**src/hw/bist_mask_defines.svh**
```systemverilog
// offsets, field positions, reset values for the self-test fault mask bank
`ifndef BIST_MASK_DEFINES_SVH
`define BIST_MASK_DEFINES_SVH

// register indices; the byte address is four times the index
`define VOLT_MASK_IDX   10'h019
`define TEMP_MASK_IDX   10'h01a
`define SPARE1_IDX      10'h01b
`define IRQ_STAT_IDX    10'h020
`define IRQ_MASK_IDX    10'h021
`define LIVE_FLT_IDX    10'h022

// field positions
`define OV_BIT          1
`define UV_BIT          0
`define UT_BIT          1
`define OT_BIT          0
`define AUX_LSB         2
`define AUX_MSB         7
`define VOLT_W          2
`define TEMP_W          8
`define STAT_W          10

// reset values
`define MASK_RST        8'h00
`define SPARE_RST       8'h00
`define STAT_RST        10'h000

`endif

```
**src/hw/bist_mask_pkg.sv**
```systemverilog
// types shared by the self-test fault mask bank
package bist_mask_pkg;

    typedef struct packed {
        logic ov;
        logic uv;
    } volt_faults_s;

    typedef struct packed {
        logic [5:0] aux;
        logic       ut;
        logic       ot;
    } temp_faults_s;

    typedef enum logic [2:0] {
        SEL_NONE  = 3'h0,
        SEL_VOLT  = 3'h1,
        SEL_TEMP  = 3'h3,
        SEL_SPARE = 3'h2,
        SEL_STAT  = 3'h6,
        SEL_IRQM  = 3'h7,
        SEL_LIVE  = 3'h5
    } reg_sel_e;

endpackage : bist_mask_pkg

```
**src/hw/mask_gate.sv**
```systemverilog
// synchroniser, mask gate and rising-edge event for a group of fault lines
`timescale 1ns/1ps
module mask_gate #(
    parameter int W = 2
) (
    input  wire logic         pclk,
    input  wire logic         presetn,
    input  wire logic [W-1:0] raw,
    input  wire logic [W-1:0] mask,
    output logic      [W-1:0] live,
    output logic      [W-1:0] signalled,
    output logic      [W-1:0] event_p
);
    logic [W-1:0] sync1_q;
    logic [W-1:0] sync2_q;
    logic [W-1:0] sig_d;
    logic [W-1:0] sig_q;
    logic [W-1:0] evt_q;

    // comparator outputs are asynchronous to pclk
    always_ff @(posedge pclk or negedge presetn) begin
        if (!presetn) begin
            sync1_q <= '0;
            sync2_q <= '0;
        end else begin
            sync1_q <= raw;
            sync2_q <= sync1_q;
        end
    end

    assign sig_d = sync2_q & ~mask;

    always_ff @(posedge pclk or negedge presetn) begin
        if (!presetn) begin
            sig_q <= '0;
            evt_q <= '0;
        end else begin
            sig_q <= sig_d;
            evt_q <= sig_d & ~sig_q;
        end
    end

    assign live      = sync2_q;
    assign signalled = sig_q;
    assign event_p   = evt_q;

endmodule : mask_gate

```
**src/hw/bist_fault_mask_regs.sv**
```systemverilog
// apb register bank masking comparator and aux channel self-test faults
//
// Local design decision: the APB register port.
`timescale 1ns/1ps
`include "bist_mask_defines.svh"
module bist_fault_mask_regs
    import bist_mask_pkg::*;
(
    input  wire logic         pclk,
    input  wire logic         presetn,
    input  wire logic         psel,
    input  wire logic         penable,
    input  wire logic         pwrite,
    input  wire logic [11:0]  paddr,
    input  wire logic [31:0]  pwdata,
    input  wire logic [3:0]   pstrb,
    output logic              pready,
    output logic      [31:0]  prdata,
    output logic              pslverr,
    input  wire volt_faults_s volt_comp_test_faults,
    input  wire temp_faults_s temp_comp_test_faults,
    output volt_faults_s      volt_faults_signalled,
    output temp_faults_s      temp_faults_signalled,
    output logic      [7:0]   cell_input_one_corr,
    output logic              irq
);
    logic [7:0]         volt_mask_q;
    logic [7:0]         temp_mask_q;
    logic [7:0]         spare_q;
    logic [`STAT_W-1:0] stat_q;
    logic [`STAT_W-1:0] irqm_q;
    logic [31:0]        prdata_q;
    logic               pslverr_q;
    reg_sel_e           sel;
    logic               setup_ph;
    logic               access_ph;
    logic               wr_ok;
    logic [`STAT_W-1:0] evt;
    logic [`STAT_W-1:0] w1c;
    logic [`VOLT_W-1:0] volt_live;
    logic [`VOLT_W-1:0] volt_sig;
    logic [`VOLT_W-1:0] volt_evt;
    logic [`TEMP_W-1:0] temp_live;
    logic [`TEMP_W-1:0] temp_sig;
    logic [`TEMP_W-1:0] temp_evt;
    logic [31:0]        rd_d;

    // address decode; misaligned or unmapped words select nothing
    always_comb begin
        sel = SEL_NONE;
        if (paddr[1:0] == 2'h0) begin
            unique case (paddr[11:2])
                `VOLT_MASK_IDX: sel = SEL_VOLT;
                `TEMP_MASK_IDX: sel = SEL_TEMP;
                `SPARE1_IDX:    sel = SEL_SPARE;
                `IRQ_STAT_IDX:  sel = SEL_STAT;
                `IRQ_MASK_IDX:  sel = SEL_IRQM;
                `LIVE_FLT_IDX:  sel = SEL_LIVE;
                default:        sel = SEL_NONE;
            endcase
        end
    end

    assign setup_ph  = psel && !penable;
    assign access_ph = psel && penable;
    assign wr_ok     = access_ph && pwrite && (sel != SEL_NONE);

    // the live fault word is read-only; writes there are dropped quietly
    always_ff @(posedge pclk or negedge presetn) begin
        if (!presetn) begin
            volt_mask_q <= `MASK_RST;
        end else if (wr_ok && sel == SEL_VOLT && pstrb[0]) begin
            volt_mask_q <= pwdata[7:0];
        end
    end

    always_ff @(posedge pclk or negedge presetn) begin
        if (!presetn) begin
            temp_mask_q <= `MASK_RST;
        end else if (wr_ok && sel == SEL_TEMP && pstrb[0]) begin
            temp_mask_q <= pwdata[7:0];
        end
    end

    always_ff @(posedge pclk or negedge presetn) begin
        if (!presetn) begin
            spare_q <= `SPARE_RST;
        end else if (wr_ok && sel == SEL_SPARE && pstrb[0]) begin
            spare_q <= pwdata[7:0];
        end
    end

    assign cell_input_one_corr = spare_q;

    // fault gating; masks apply to the synchronised comparator lines
    mask_gate #(
        .W (`VOLT_W)
    ) u_volt_gate (
        .pclk      (pclk),
        .presetn   (presetn),
        .raw       (volt_comp_test_faults),
        .mask      ({volt_mask_q[`OV_BIT], volt_mask_q[`UV_BIT]}),
        .live      (volt_live),
        .signalled (volt_sig),
        .event_p   (volt_evt)
    );

    mask_gate #(
        .W (`TEMP_W)
    ) u_temp_gate (
        .pclk      (pclk),
        .presetn   (presetn),
        .raw       (temp_comp_test_faults),
        .mask      (temp_mask_q),
        .live      (temp_live),
        .signalled (temp_sig),
        .event_p   (temp_evt)
    );

    assign volt_faults_signalled = volt_faults_s'(volt_sig);
    assign temp_faults_signalled = temp_faults_s'(temp_sig);

    // interrupt status and mask share one layout: temp in 9:2, volt in 1:0
    assign evt = {temp_evt, volt_evt};
    assign w1c = (wr_ok && sel == SEL_STAT) ?
                 {pwdata[9:8] & {2{pstrb[1]}}, pwdata[7:0] & {8{pstrb[0]}}} :
                 `STAT_RST;

    // a new event in the clearing cycle survives
    always_ff @(posedge pclk or negedge presetn) begin
        if (!presetn) begin
            stat_q <= `STAT_RST;
        end else begin
            stat_q <= (stat_q & ~w1c) | evt;
        end
    end

    always_ff @(posedge pclk or negedge presetn) begin
        if (!presetn) begin
            irqm_q <= `STAT_RST;
        end else if (wr_ok && sel == SEL_IRQM) begin
            if (pstrb[0]) begin
                irqm_q[7:0] <= pwdata[7:0];
            end
            if (pstrb[1]) begin
                irqm_q[9:8] <= pwdata[9:8];
            end
        end
    end

    assign irq = |(stat_q & irqm_q);

    // read data is caught in the setup cycle so prdata comes from flops;
    // status set during the access cycle shows on the next read
    always_comb begin
        rd_d = 32'h0000_0000;
        unique case (sel)
            SEL_VOLT:  rd_d[7:0] = volt_mask_q;
            SEL_TEMP:  rd_d[7:0] = temp_mask_q;
            SEL_SPARE: rd_d[7:0] = spare_q;
            SEL_STAT:  rd_d[9:0] = stat_q;
            SEL_IRQM:  rd_d[9:0] = irqm_q;
            SEL_LIVE:  rd_d[9:0] = {temp_live, volt_live};
            SEL_NONE:  rd_d      = 32'h0000_0000;
        endcase
    end

    always_ff @(posedge pclk or negedge presetn) begin
        if (!presetn) begin
            prdata_q  <= 32'h0000_0000;
            pslverr_q <= 1'b0;
        end else if (setup_ph) begin
            prdata_q  <= pwrite ? 32'h0000_0000 : rd_d;
            pslverr_q <= (sel == SEL_NONE);
        end
    end

    // zero wait states: every access phase completes at once
    assign pready  = 1'b1;
    assign prdata  = prdata_q;
    assign pslverr = access_ph && pslverr_q;

    // ---- checks ----
    property ov_blocked_p;
        @(posedge pclk) disable iff (!presetn)
        volt_sig[1] |-> $past(!volt_mask_q[`OV_BIT]);
    endproperty
    ov_mask_gate_a: assert property (ov_blocked_p)
        else $error("overvoltage fault signalled while masked");

    uv_mask_gate_a: assert property (
        @(posedge pclk) disable iff (!presetn)
        volt_mask_q[`UV_BIT] && $past(volt_mask_q[`UV_BIT]) |-> !volt_sig[0])
        else $error("undervoltage fault signalled while masked");

    ut_mask_gate_a: assert property (
        @(posedge pclk) disable iff (!presetn)
        temp_faults_signalled.ut |-> $past(!temp_mask_q[`UT_BIT]))
        else $error("undertemperature fault signalled while masked");

    temp_layout_map_a: assert property (
        @(posedge pclk) disable iff (!presetn)
        wr_ok && sel == SEL_TEMP && pstrb[0] |=>
        temp_mask_q[`AUX_MSB:`AUX_LSB] == $past(pwdata[7:2]) &&
        temp_mask_q[`UT_BIT] == $past(pwdata[1]) &&
        temp_mask_q[`OT_BIT] == $past(pwdata[0]))
        else $error("temperature mask field layout wrong");

    aux_chan_mask_a: assert property (
        @(posedge pclk) disable iff (!presetn)
        (temp_faults_signalled.aux & $past(temp_mask_q[`AUX_MSB:`AUX_LSB])) == 6'h00)
        else $error("masked aux channel fault signalled");

    aux_chan_pass_a: assert property (
        @(posedge pclk) disable iff (!presetn)
        temp_live[`AUX_LSB] && !temp_mask_q[`AUX_LSB] ##1
        $stable(temp_mask_q[`AUX_LSB]) |-> temp_faults_signalled.aux[0])
        else $error("unmasked aux channel fault not signalled");

    spare_readback_a: assert property (
        @(posedge pclk) disable iff (!presetn)
        wr_ok && sel == SEL_SPARE && pstrb[0] |=>
        cell_input_one_corr == $past(pwdata[7:0]))
        else $error("spare register did not store written byte");

    reset_zero_a: assert property (
        @(posedge pclk) disable iff (!presetn)
        !$past(presetn) |-> volt_mask_q == 8'h00 && temp_mask_q == 8'h00 &&
        spare_q == 8'h00)
        else $error("mask or spare not zero after reset");

    volt_upper_keep_a: assert property (
        @(posedge pclk) disable iff (!presetn)
        wr_ok && sel == SEL_VOLT && pstrb[0] |=>
        volt_mask_q[7:2] == $past(pwdata[7:2]))
        else $error("voltage mask upper bits not stored");

    stat_set_wins_a: assert property (
        @(posedge pclk) disable iff (!presetn)
        evt[1] && w1c[1] |=> stat_q[1])
        else $error("event lost against clear");

    irq_follow_a: assert property (
        @(posedge pclk) disable iff (!presetn)
        stat_q[0] && irqm_q[0] |-> irq)
        else $error("unmasked status bit left irq low");

    unmapped_err_a: assert property (
        @(posedge pclk) disable iff (!presetn)
        setup_ph && sel == SEL_NONE ##1 access_ph |-> pslverr)
        else $error("unmapped access not flagged");

    read_value_a: assert property (
        @(posedge pclk) disable iff (!presetn)
        setup_ph && !pwrite && sel == SEL_TEMP ##1 access_ph |->
        prdata[7:0] == $past(temp_mask_q) && prdata[31:8] == 24'h000000)
        else $error("temperature mask read back wrong");

    ot_mask_gate_a: assert property (
        @(posedge pclk) disable iff (!presetn)
        temp_faults_signalled.ot |-> $past(!temp_mask_q[`OT_BIT]))
        else $error("overtemperature fault signalled while masked");

    ov_fault_pass_a: assert property (
        @(posedge pclk) disable iff (!presetn)
        volt_live[1] && !volt_mask_q[`OV_BIT] |=> volt_sig[1])
        else $error("unmasked overvoltage fault not signalled");

    stat_clear_a: assert property (
        @(posedge pclk) disable iff (!presetn)
        w1c[0] && !evt[0] |=> !stat_q[0])
        else $error("written one did not clear status bit");

    // a refused write must leave the mask and spare bytes alone
    bad_write_drop_a: assert property (
        @(posedge pclk) disable iff (!presetn)
        access_ph && pwrite && sel == SEL_NONE |=>
        $stable(volt_mask_q) && $stable(temp_mask_q) && $stable(spare_q))
        else $error("refused write changed a register");

    wr_temp_c: cover property (
        @(posedge pclk) disable iff (!presetn)
        wr_ok && sel == SEL_TEMP);

    masked_fault_c: cover property (
        @(posedge pclk) disable iff (!presetn)
        volt_live[1] && volt_mask_q[`OV_BIT]);

    irq_rise_c: cover property (
        @(posedge pclk) disable iff (!presetn)
        $rose(irq));

    spare_read_c: cover property (
        @(posedge pclk) disable iff (!presetn)
        access_ph && !pwrite && sel == SEL_SPARE);

    set_clear_clash_c: cover property (
        @(posedge pclk) disable iff (!presetn)
        evt[1] && w1c[1]);

endmodule : bist_fault_mask_regs

```
**config.mk**
```make
export PLATFORM = sky130hd
export DESIGN_NAME = bist_fault_mask_regs
export DESIGN_NICKNAME = d
export VERILOG_FILES = /design/src/hw/bist_mask_pkg.sv /design/src/hw/mask_gate.sv /design/src/hw/bist_fault_mask_regs.sv
export VERILOG_INCLUDE_DIRS = /design/src /design/src/hw
export SDC_FILE = /design/constraint.sdc
export NUM_CORES = 1
export LEC_CHECK = 0
export BUFFER_PORTS_ARGS = -buffer_cell sky130_fd_sc_hd__buf_4
export CAP_MARGIN = 30
export CORE_MARGIN = 2
export CORE_UTILIZATION = 53
export DETAILED_ROUTE_END_ITERATION = 6
export PLACE_DENSITY_LB_ADDON = 0.05
export SLEW_MARGIN = 20
export SYNTH_ARGS = -nofsm -noshare
export SYNTH_HDL_FRONTEND = slang
export SYNTH_SLANG_ARGS = --single-unit
```
**constraint.sdc**
```tcl
create_clock -name pclk -period 1.3 [get_ports pclk]
set_input_delay 0.065 -clock pclk [delete_from_list [all_inputs] [get_ports pclk]]
set_output_delay 0.065 -clock pclk [all_outputs]
set_load 0.03 [all_outputs]
```
* Yosys cells after proc, flatten, opt, wreduce, memory -nomap -nowiden
Index checks and enable logic that the tools add are counted.
Operators by class: equal/unequal tests 12, multiplexer cells 6, bitwise gates (word level) 14, reduce and logical (&&, ||, !) cells 20
Operators with widths (number):
- one-hot mux 8 bit (7 select lines) | 1
- equality test 10 x 5 -> 1 bit, second input constant | 3
- equality test 10 x 6 -> 1 bit, second input constant | 3
- AND 8 bit | 3
- AND 10 bit | 2
- two-way mux 10 bit | 2
- one-hot mux 3 bit (6 select lines) | 1
- inverter 8 bit | 2
- logical AND 1 bit | 13
- inverter 10 bit | 1
- bitwise OR 10 bit | 1
- OR reduction 10 bit | 1
- equality test 3 bit, second input constant | 3
- AND 2 bit | 3
- equality test 3 x 2 -> 1 bit, second input constant | 2
- one-hot mux 2 bit (3 select lines) | 1
- inverter 2 bit | 2
- AND reduction 2 bit | 2
- equality test 3 x 1 -> 1 bit, second input constant | 1
- logical NOT 3 bit | 1
- two-way mux 3 bit | 1
- nonzero test 3 bit | 1
- logical NOT 2 bit | 1
- logical NOT 1 bit | 1
Word-level totals: flip-flop bits (word level) 117, input bits 63, output and inout bits 53, logic and storage cells 68

* Depth between registers and ports, before layout
Gate-level depths: netlist of run 1.
depth after elaboration 10, gate-level depth with buffers 7

* By module
Synthesis of run 1 repeated with hierarchy kept, for this count alone.
Second synthesis, totals: cell total of the unflattened synthesis 319, area total of the unflattened synthesis 4132.7 µm²
Modules (own cells, without submodules):
- bist_fault_mask_regs | instances 1, cells each 259, area each 2944.1 µm², seq. area each 1376.3 µm²
- mask_gate at u_temp_gate | instances 1, cells each 48, area each 950.9 µm², seq. area each 800.8 µm²
- mask_gate at u_volt_gate | instances 1, cells each 12, area each 237.7 µm², seq. area each 200.2 µm²

* Worst setup path after synthesis of run 1
Ideal clock, no wire load.
path kind input to register, start point input paddr[2], end point register temp_mask_q[0], setup time 0.125 ns, data arrival time 1.676 ns, required time 1.175 ns, path slack -0.501 ns, stages 5, path buffers 2, path through buf_6 or4b_1 buf_6 nor4_4 mux2_2
On the way: word-level cells in the longest chain between the ends 7
Ends and longest elaborated chain:
- start: declaration | line bist_fault_mask_regs.sv:14 | input wire logic [11:0] paddr,
- equality test 10 x 6 -> 1 bit or equality test 10 x 5 -> 1 bit (tied branches) | line bist_fault_mask_regs.sv:52 | unique case (paddr[11:2])
- one-hot mux 3 bit (6 select lines) (*) | line bist_fault_mask_regs.sv:52
- two-way mux 3 bit (*) | line bist_fault_mask_regs.sv:51 | if (paddr[1:0] == 2'h0) begin
- nonzero test 3 bit | line bist_fault_mask_regs.sv:66 | assign wr_ok = access_ph && pwrite && (sel != SEL_NONE);
- logical AND 1 bit | line bist_fault_mask_regs.sv:66
- logical AND 1 bit (*) (2 in series) | line bist_fault_mask_regs.sv:80 | end else if (wr_ok && sel == SEL_TEMP && pstrb[0]) begin
- end signal: assignment | line bist_fault_mask_regs.sv:79 | temp_mask_q <= `MASK_RST;
- end signal: assignment | line bist_fault_mask_regs.sv:81 | temp_mask_q <= pwdata[7:0];
- end: declaration | line bist_fault_mask_regs.sv:28 | logic [7:0] temp_mask_q;
Every way passes the cells marked *; elsewhere a longest branch is shown, timed or not. A chain may end at the register's enable or synchronous reset.

* Worst setup path after layout of run 1
start point register stat_q[8], end point output irq
On the way: word-level cells in the longest chain between the ends 2
Ends and longest elaborated chain:
- start: declaration | line bist_fault_mask_regs.sv:30 | logic [`STAT_W-1:0] stat_q;
- start signal: assignment | line bist_fault_mask_regs.sv:132 | stat_q <= `STAT_RST;
- start signal: assignment | line bist_fault_mask_regs.sv:134 | stat_q <= (stat_q & ~w1c) | evt;
- AND 10 bit | line bist_fault_mask_regs.sv:151 | assign irq = |(stat_q & irqm_q);
- OR reduction 10 bit | line bist_fault_mask_regs.sv:151
- end: declaration | line bist_fault_mask_regs.sv:25 | output logic irq
No other way between the ends.

==> results of run 1 <==
-- synth_stat cells, types with 2 or more instances --
library cell	count
dfrtp_1	95
nand4_1	16
and4_1	2
inv_1	8
nand4b_1	8
o21ai_0	21
nor2b_1	22
o211ai_1	3
nor4_4	4
clkbuf_1	13
nand3_1	2
or4bb_1	8
nor2_1	8
conb_1	2
a21oi_1	12
buf_2	2
a21o_1	10
a221oi_1	2
a22oi_1	12
nand2_1	18
mux2_2	34
or4_4	2
buf_4	23
nor3_1	2
buf_6	2
a222oi_1	6
nor4_1	2
-- state kept, by name, indices dropped and copies added (netlist names), 8 cells and up --
name                   count
irqm_q                    10
prdata                    10
stat_q                    10
cell_input_one_corr        8
temp_mask_q                8
u_temp_gate.event_p        8
u_temp_gate.live           8
u_temp_gate.signalled      8
u_temp_gate.sync1_q        8
volt_mask_q                8
-- timing repair --
action,CTS,global route
gates resized for setup,15,32
endpoints found under the hold margin,131,0
pin swaps,4,14
cloned,0,0
endpoints found under the setup margin,18,34
hold buffers,21,0
setup buffers,2,3
-- logic make-up (layout without fill, tap and decap cells) --
kind of cell    count (synthesis)  in the layout  share of synthesized area
buf+inv                        49            169                     0.0665
mux                            35             35                     0.0908
compound gates                 69             69                      0.106
simple gates                  112            112                      0.186
flops                          95             95                      0.549
other cells                     2             23                    0.00174
-- worst max path at each step --
| stage | startpoint | to | cells after the start |
|---|---|---|---|
| after global placement | paddr[2] | temp_mask_q[0]$_DFFE_PN0P_ | 5 |
| after global routing | stat_q[8]$_DFF_PN0_ | irq | 5 |
| final | stat_q[8]$_DFF_PN0_ | irq | 5 |
| after CTS | irqm_q[8]$_DFFE_PN0P_ | irq | 5 |
| after detailed placement | paddr[2] | temp_mask_q[0]$_DFFE_PN0P_ | 5 |
| after floorplan | paddr[2] | temp_mask_q[0]$_DFFE_PN0P_ | 5 |
-- where the power goes --
group	switching, mW	internal, mW
registers	0.0313	3.02
logic	0.404	0.295
clock network	1.09	0.924
total	1.53	4.24
-- through the flow --
stage / power, mW / instances / utilization
after floorplan: 3.43 / 383 / -
after global placement: 3.71 / 563 / 0.671
after detailed placement: 3.72 / 563 / 0.671
after CTS: 5.78 / 602 / 0.734
after global routing: 6.00 / 605 / 0.749
final: 5.77 / 605 / 0.749
-- critical path, stage by stage (launching register included) --
cell and delay (ns):
dfrtp_1 0.39, a22o_1 0.26, a221oi_2 0.17, buf_4 0.16
nand4_1 0.12, buf_6 0.17
-- layout make-up --
class	count	area share
Sequential cell	95	0.406
Multi-Input combinational cell	239	0.322
Timing Repair Buffer	145	0.209
Clock buffer	10	0.0218
Tap cell	102	0.0218
Clock inverter	6	0.0130
Inverter	8	0.00513
-- routing by layer --
| metal | GRT usage | wire, um | part of all wire | vias to the layer above |
|---|---|---|---|---|
| li1 | - | - | - | 1556 |
| met4 | 0.0664 | 152 | 0.014 | 0 |
| met1 | 0.384 | 5100 | 0.46 | 1648 |
| met3 | 0.0503 | 664 | 0.060 | 17 |
| met5 | 0 | 0 | 0 | - |
| met2 | 0.405 | 5170 | 0.47 | 126 |
==> out/results.tsv, run 1 <==
stage	metric	value	unit
worst_setup_path	worst reg-to-reg path cell count	4	
global_route	vias in the first global route	3233	
pwr	LEAKAGE	2.64	nW
final_layout	diode count	0	
detailed_routing	via count	3347	
clock_tree	root buffer cell	clkbuf_8	
synthesis	post-synth top area share	0.549	
placement	Post-Place Worst Slack	-0.414	ns
detailed_routing	vias per std cell	5.53	
outcome	outcome	finished, violations left	
final_layout	# fillers	546	
detailed_routing	DRT Pass-1 Iters	6	
floorplan	die width	94.4	um
worst_setup_path	CP Capture Type	output pin	
placement	RD Place Congestion	0.891	
timing	RSZ-0062 raised after global routing	yes	
global_route	GR Util All Layers	0.262	
synthesis	Synth area leader	dfrtp_1	
run	MaxCap Viol Count	0	
outcome	failing checks	negative setup slack	
synthesis	synth top area cells	dfrtp_1 (55%), mux2_2 (8.8%), buf_4 (4.0%), nor2b_1 (3.2%), o21ai_0 (2.4%)	
global_route	antenna violations before repair	0	
worst_setup_path	Critical Setup Path Class	reg2out	
clock_tree	Bufs on Longest Clock Path	2	
placement	placed cell areas	0.00524	mm2
clock_tree	clock transition at the registers of the reported paths	0.10	ns
detailed_routing	routed len/inst	18.3	um
detailed_routing	WL final	11100	um
final_layout	area of the multi-input gates	0.00189	mm2
timing	final critical-path share of the clock period	1.30	
floorplan	num ports	116	
final_layout	most frequent cells in the layout	buf_4 (112), dfrtp_1 (95), mux2_2 (25), conb_1 (23), nor2b_1 (22)	
detailed_routing	Routed Antenna Nets	0	
clock_tree	TritonCTS Buffers	9	
floorplan	# rows	32	
synthesis	Syn Area/Cell	12.0	um2
timing	setup_tns	-0.389	ns
synthesis	synthesized flop and latch total	95	
synthesis	Seq/Total Area, Yosys	0.549	
timing	count of final setup violators	1	
synthesis	Post-synth ARST share	1.00	
global_route	largest net degree at the start of global routing	29	
final_layout	layout cell share with drive strength beyond 1	0.412	
min_path	Min-Delay Path Class	in2async	
timing	Max Transition Viols Final	0	
floorplan	core area	0.00781	mm2
global_route	first-pass GRT wire length	17400	um
synthesis	top_reg_cell synth	dfrtp_1	
pwr	PD cells	985	mW/mm2
timing	Hold Slack	0.139	ns
final_layout	commonest non-fill, non-tap cell in the layout	buf_4	
synthesis	Synth Cell Area	0.00433	mm2
placement	port bufs	68	
worst_setup_path	Arr. time, crit path	1.62	ns
worst_setup_path	Worst setup SP type	flip-flop	
synthesis	Unique masters post-synth	50	
worst_setup_path	CP Max Fanout	2	
clock_tree	clk sinks	95	
timing	Final Skew	0.00761	ns
timing	endpoints failing hold	0	
final_layout	synth-to-layout area growth	35.2	%
global_route	GRT overflow	0	
worst_setup_path	RR Endpoint	prdata[1]$_DFFE_PN0P_	
floorplan	die area	0.00890	mm2
clock_tree	Skew-Pair Late Insertion Delay	0.36	ns
synthesis	Syn. warnings	0	
worst_setup_path	R2R Setup Slk	0.01	ns
final_layout	register area	0.00238	mm2
synthesis	Post-synth EDFFs	0	
worst_setup_path	r2r startpoint	u_volt_gate.live[1]$_DFF_PN0_	
floorplan	Initial Util	0.554	
timing	FMAX	0.592	GHz
final_layout	fin nets	561	
timing	min Tclk post-route	1.69	ns
floorplan	Die Height	94.4	um
clock_tree	H-tree levels	3	
final_layout	fin area	0.00585	mm2
synthesis	Post-Syn Instances	362	
detailed_routing	DR iter-0 viols	290	
clock_tree	CTS tree	built	
pwr	worst vdd ir	0.000779	V
detailed_routing	drt drc	0	
worst_setup_path	Required @ worst endpoint	1.24	ns
placement	hpwl dp	8070	um
timing	Final Worst Setup Slack	-0.389	ns
(Power assumes the default switching activity.)
==> run 2, diff against run 1 <==
Settings changed: CORE_UTILIZATION 53 to 50.
Clock period 1.3 ns to 1.8 ns, I/O delays scaled along.
==> run 2 against run 1 <==
The run now ends clean. Utilization shrank 9.6 points. Worst hold slack got worse by 0.12 ns. Final area decreased by 7.3%. Sequential cell count stayed put. Largest cell class unchanged. Combinational power shrank 37%. Critical path type unchanged. Power is 29% lower.
==> out/results.tsv, run 2 (synthesized netlist as in run 1, its figures left out) <==
stage	metric	value	unit
clock_tree	CTS tree	built	
final_layout	synth-to-layout area growth	25.3	%
clock_tree	TritonCTS Buffers	9	
timing	count of final setup violators	0	
pwr	Sw Ratio	0.258	
clock_tree	clk sinks	95	
floorplan	die width	97.0	um
final_layout	most frequent cells in the layout	buf_4 (96), dfrtp_1 (95), mux2_2 (34), conb_1 (23), nor2b_1 (22)	
placement	port bufs	68	
clock_tree	clock transition at the registers of the reported paths	0.10	ns
floorplan	core area	0.00830	mm2
pwr	Sequential Power Share	0.538	
pwr	Pint	3.04	mW
final_layout	layout cell share with drive strength beyond 1	0.338	
timing	setup_tns	0	ns
worst_setup_path	CP max stage delay	0.40	ns
timing	Max Transition Viols Final	0	
timing	FMAX	0.587	GHz
worst_setup_path	CP Max Fanout	3	
pwr	LEAKAGE	2.47	nW
placement	placed insts	542	
worst_setup_path	CP Capture Type	output pin	
run	MaxCap Viol Count	0	
detailed_routing	via count	3220	
floorplan	Initial Util	0.521	
timing	Slew HR	0.594	
placement	hpwl dp	7580	um
timing	Final Skew	0.0124	ns
global_route	GRT overflow	0	
detailed_routing	routed len/inst	18.0	um
global_route	largest net degree at the start of global routing	39	
placement	RD Place Congestion	0.856	
final_layout	diode count	0	
worst_setup_path	Required @ worst endpoint	1.71	ns
outcome	outcome	completed	
final_layout	fin area	0.00542	mm2
placement	placed cell areas	0.00501	mm2
floorplan	# rows	33	
worst_setup_path	CP Cell Sequence	a22o_1 > a221oi_4 > nand4_1 > buf_4	
detailed_routing	Routed Antenna Nets	0	
floorplan	die area	0.00942	mm2
pwr	PD cells	754	mW/mm2
floorplan	num ports	116	
worst_setup_path	Slowest-stage cell, CP	dfrtp_1	
global_route	vias in the first global route	3215	
detailed_routing	DR iter-0 viols	284	
clock_tree	root buffer cell	clkbuf_8	
pwr	Gate power share	0.107	
worst_setup_path	Arr. time, crit path	1.61	ns
timing	final critical-path share of the clock period	0.946	
clock_tree	H-tree levels	3	
timing	Worst Tran Pin Value	0.609	ns
detailed_routing	drt drc	0	
final_layout	fin nets	531	
detailed_routing	vias per std cell	5.57	
final_layout	Layout Cells excl Fill	578	
pwr	Total Power	4.09	mW
min_path	Min-Delay Path Class	in2reg	
pwr	clock power share	0.355	
timing	Final Worst Setup Slack	0.0972	ns
placement	Post-Place Worst Slack	-0.0272	ns
timing	min Tclk post-route	1.70	ns
global_route	GR Util All Layers	0.228	
final_layout	post-route core utilization	0.653	
global_route	antenna violations before repair	0	
detailed_routing	WL final	10400	um
detailed_routing	DRT Pass-1 Iters	4	
pwr	worst vdd ir	0.000627	V
clock_tree	Bufs on Longest Clock Path	2	
timing	endpoints failing hold	0	
pwr	NetSw	1.05	mW
timing	Hold Slack	0.0208	ns
worst_setup_path	Worst setup SP type	flip-flop	
final_layout	commonest non-fill, non-tap cell in the layout	buf_4	
global_route	first-pass GRT wire length	16700	um
worst_setup_path	Critical Setup Path Class	reg2out	
floorplan	Die Height	97.0	um
clock_tree	Skew-Pair Late Insertion Delay	0.36	ns
timing	RSZ-0062 raised after global routing	no	
## run 2: power groups by stage
stage                     Clock, mW  Sequential (mW)  Combinational [mW]
final                          1.45             2.20               0.437
after global placement            0             2.24               0.402
after floorplan                   0             2.26               0.218
after detailed placement          0             2.24               0.406
after global routing           1.57             2.21               0.474
after CTS                      1.47             2.20               0.438
## run 2: layout make-up
cell class	count	area (um2)
Clock buffer	10	138
Fill cell	685	2880
Sequential cell	95	2380
Clock inverter	6	66.3
Inverter	8	30.0
Multi-Input combinational cell	239	1760
Tap cell	105	131
Timing Repair Buffer	115	921
## run 2: critical path: cells and delay by family (launching register included)
kind                   cells  cell delay, ns
and+or+nand+nor            1            0.13
AOI/OAI and AO/OA          2            0.52
DFF                        1            0.40
buffers and inverters      1            0.19
## run 2: repair_timing
action	4_1_cts	5_1_grt
setup endpoints to repair	1	1
cloned	0	0
resized for setup	1	1
buffers inserted	0	2
hold buffers	18	0
endpoints found under the hold margin	54	0
pin swaps	0	1
## run 2: metal layers
| metal | up-vias | part of all wire | track usage |
|---|---|---|---|
| met3 | 16 | 0.067 | 0.0506 |
| met1 | 1584 | 0.46 | 0.330 |
| li1 | 1497 | - | - |
| met5 | - | 0 | 0 |
| met4 | 0 | 0.020 | 0.0661 |
| met2 | 123 | 0.45 | 0.349 |
## run 2: final timing paths
path                                             startpoint                            end  slack [ns]  cells after the start
setup / recovery                        stat_q[8]$_DFF_PN0_                            irq         0.1                      4
hold reg to reg            u_temp_gate.sync1_q[5]$_DFF_PN0_  u_temp_gate.live[5]$_DFF_PN0_        0.35                      0
hold / removal                                    pwdata[6]     temp_mask_q[6]$_DFFE_PN0P_        0.02                      2
min in group asynchronous                           presetn            stat_q[3]$_DFF_PN0_        0.22                      2
setup reg to reg              u_temp_gate.live[1]$_DFF_PN0_          prdata[3]$_DFFE_PN0P_        0.47                      4
max in group asynchronous                           presetn            stat_q[2]$_DFF_PN0_        0.89                      3
==> run 3, diff against run 2 <==
Settings changed: CORE_UTILIZATION 50 to 53.
==> run 3 against run 2 <==
First-iteration DRC count decreased by 26%. Worst hold slack lost 0.0036 ns. Clock power down 3%. Utilization rose by 3.7 points. Combinational power grew 0.9%. Clock-buffer cell count stayed put. Clock skew fell by 0.0066 ns. Final cell count decreased by 0.87%. Register-to-register slack about the same. Sequential share of layout area grew 0.29 points. Sequential cell count stayed put. Critical path type unchanged. Critical endpoint unchanged.
==> out/results.tsv, run 3 (synthesized netlist as in run 1, its figures left out) <==
stage	metric	value	unit
worst_setup_path	Critical Setup Path Class	reg2out	
final_layout	synth-to-layout area growth	24.5	%
placement	hpwl dp	7650	um
clock_tree	Skew-Pair Late Insertion Delay	0.36	ns
detailed_routing	drt drc	0	
clock_tree	Bufs on Longest Clock Path	2	
worst_setup_path	CP Capture Type	output pin	
final_layout	commonest non-fill, non-tap cell in the layout	dfrtp_1	
clock_tree	CTS tree	built	
final_layout	layout cell share with drive strength beyond 1	0.331	
min_path	Hold Path Depth	2	
placement	Post-Place Worst Slack	0.0317	ns
outcome	outcome	completed	
worst_setup_path	r2r startpoint	u_volt_gate.live[0]$_DFF_PN0_	
clock_tree	root buffer cell	clkbuf_8	
placement	placed insts	538	
worst_setup_path	Required @ worst endpoint	1.71	ns
clock_tree	Setup Buffers After CTS	0	
clock_tree	H-tree levels	3	
timing	FMAX	0.579	GHz
pwr	LEAKAGE	2.45	nW
clock_tree	clock transition at the registers of the reported paths	0.09	ns
global_route	GR Util All Layers	0.254	
detailed_routing	vias per std cell	5.72	
min_path	worst hold path endpoint	temp_mask_q[6]$_DFFE_PN0P_	
floorplan	Initial Util	0.554	
timing	setup_tns	0	ns
global_route	antenna violations before repair	0	
global_route	vias in the first global route	3073	
worst_setup_path	worst reg-to-reg path cell count	4	
pwr	PD cells	752	mW/mm2
timing	Max Transition Viols Final	0	
final_layout	Layout Cells excl Fill	573	
global_route	first-pass GRT wire length	16600	um
timing	Final Worst Setup Slack	0.0739	ns
detailed_routing	WL final	10600	um
worst_setup_path	CP Max Fanout	3	
global_route	GRT overflow	0	
floorplan	core area	0.00781	mm2
timing	min Tclk post-route	1.73	ns
clock_tree	TritonCTS Buffers	9	
timing	RSZ-0062 raised after global routing	no	
timing	endpoints failing hold	0	
clock_tree	clk sinks	95	
detailed_routing	DR iter-0 viols	211	
worst_setup_path	R2R Setup Slk	0.46	ns
pwr	worst vdd ir	0.000533	V
floorplan	Die Height	94.4	um
placement	port bufs	68	
floorplan	die width	94.4	um
min_path	Hold Startpoint	pwdata[6]	
worst_setup_path	RR Endpoint	prdata[0]$_DFFE_PN0P_	
floorplan	# rows	32	
timing	final critical-path share of the clock period	0.959	
worst_setup_path	Arr. time, crit path	1.64	ns
final_layout	most frequent cells in the layout	dfrtp_1 (95), buf_4 (93), mux2_2 (34), conb_1 (23), nor2b_1 (22)	
placement	RD Place Congestion	0.892	
floorplan	die area	0.00890	mm2
final_layout	diode count	0	
min_path	Min-Delay Path Class	in2reg	
detailed_routing	Routed Antenna Nets	0	
global_route	largest net degree at the start of global routing	37	
timing	Final Skew	0.00584	ns
worst_setup_path	Worst setup SP type	flip-flop	
detailed_routing	routed len/inst	18.5	um
final_layout	fin nets	529	
detailed_routing	via count	3278	
floorplan	num ports	116	
run	MaxCap Viol Count	0	
timing	count of final setup violators	0	
detailed_routing	DRT Pass-1 Iters	7	
run 3: cell count changes in the layout (fill, tap and decap cells not counted):
cell and delta:
clkinvlp_4 +1, clkbuf_8 -1, clkbuf_1 +1, a221oi_4 -1
a221oi_2 +1, clkinv_2 -1, dlygate4sd3_1 +1, buf_4 -3
run 3: worst max-delay path by stage:
stage,end,depth (start not counted),from,slack [ns]
2_1_floorplan,temp_mask_q[0]$_DFFE_PN0P_,5,paddr[2],0.02
3_3_place_gp,temp_mask_q[3]$_DFFE_PN0P_,5,paddr[2],0.03
3_5_place_dp,volt_mask_q[2]$_DFFE_PN0P_,5,paddr[9],0.03
4_1_cts,irq,4,stat_q[8]$_DFF_PN0_,0.04
5_1_grt,irq,4,stat_q[8]$_DFF_PN0_,0.03
6_report,irq,4,stat_q[8]$_DFF_PN0_,0.07
run 3: critical path, cell delays in order (launching register included):
cell and delay, ns:
dfrtp_1 0.41, a22o_1 0.28, a221oi_2 0.25, nand4_1 0.15, buf_4 0.19
run 3: where the power goes:
part,internal (mW),total [mW],switching [mW],leakage [nW]
sequential,2.18,2.20,0.0233,1.15
clock,0.653,1.41,0.757,0.0973
combinational,0.170,0.441,0.271,1.20
total,3.00,4.05,1.05,2.45
run 3: cell type report:
cell class                 count  area [um2]
multi-input combinational    239        1750
tap                          102         128
timing repair buffer         113         908
inverter                       8        30.0
sequential                    95        2380
fill                         587        2420
clock buffer                  10         128
clock inverter                 6        68.8
run 3: metal layers:
metal | vias up | wire length (um) | track usage
li1 | 1497 | - | -
met1 | 1609 | 4820 | 0.376
met2 | 159 | 4920 | 0.382
met3 | 13 | 733 | 0.0463
met4 | 0 | 144 | 0.0833
met5 | - | 0 | 0
run 3: metrics by stage:
step                      power [mW]  hold slack (ns)   util  cell area [um2]
after global placement          2.64           0.0658  0.640             4990
after floorplan                 2.48           -0.206      -             4410
after detailed placement        2.65           0.0699  0.640             4990
final                           4.05           0.0172  0.690             5390
after global routing            4.22          0.00101  0.690             5390
after CTS                       4.08          0.00554  0.690             5390
run 3: what timing repair did:
action | 4_1_cts | 5_1_grt
endpoints found under the hold margin | 60 | 0
setup endpoints to repair | 1 | 0
hold buffers | 19 | 0
resized for setup | 1 | 0
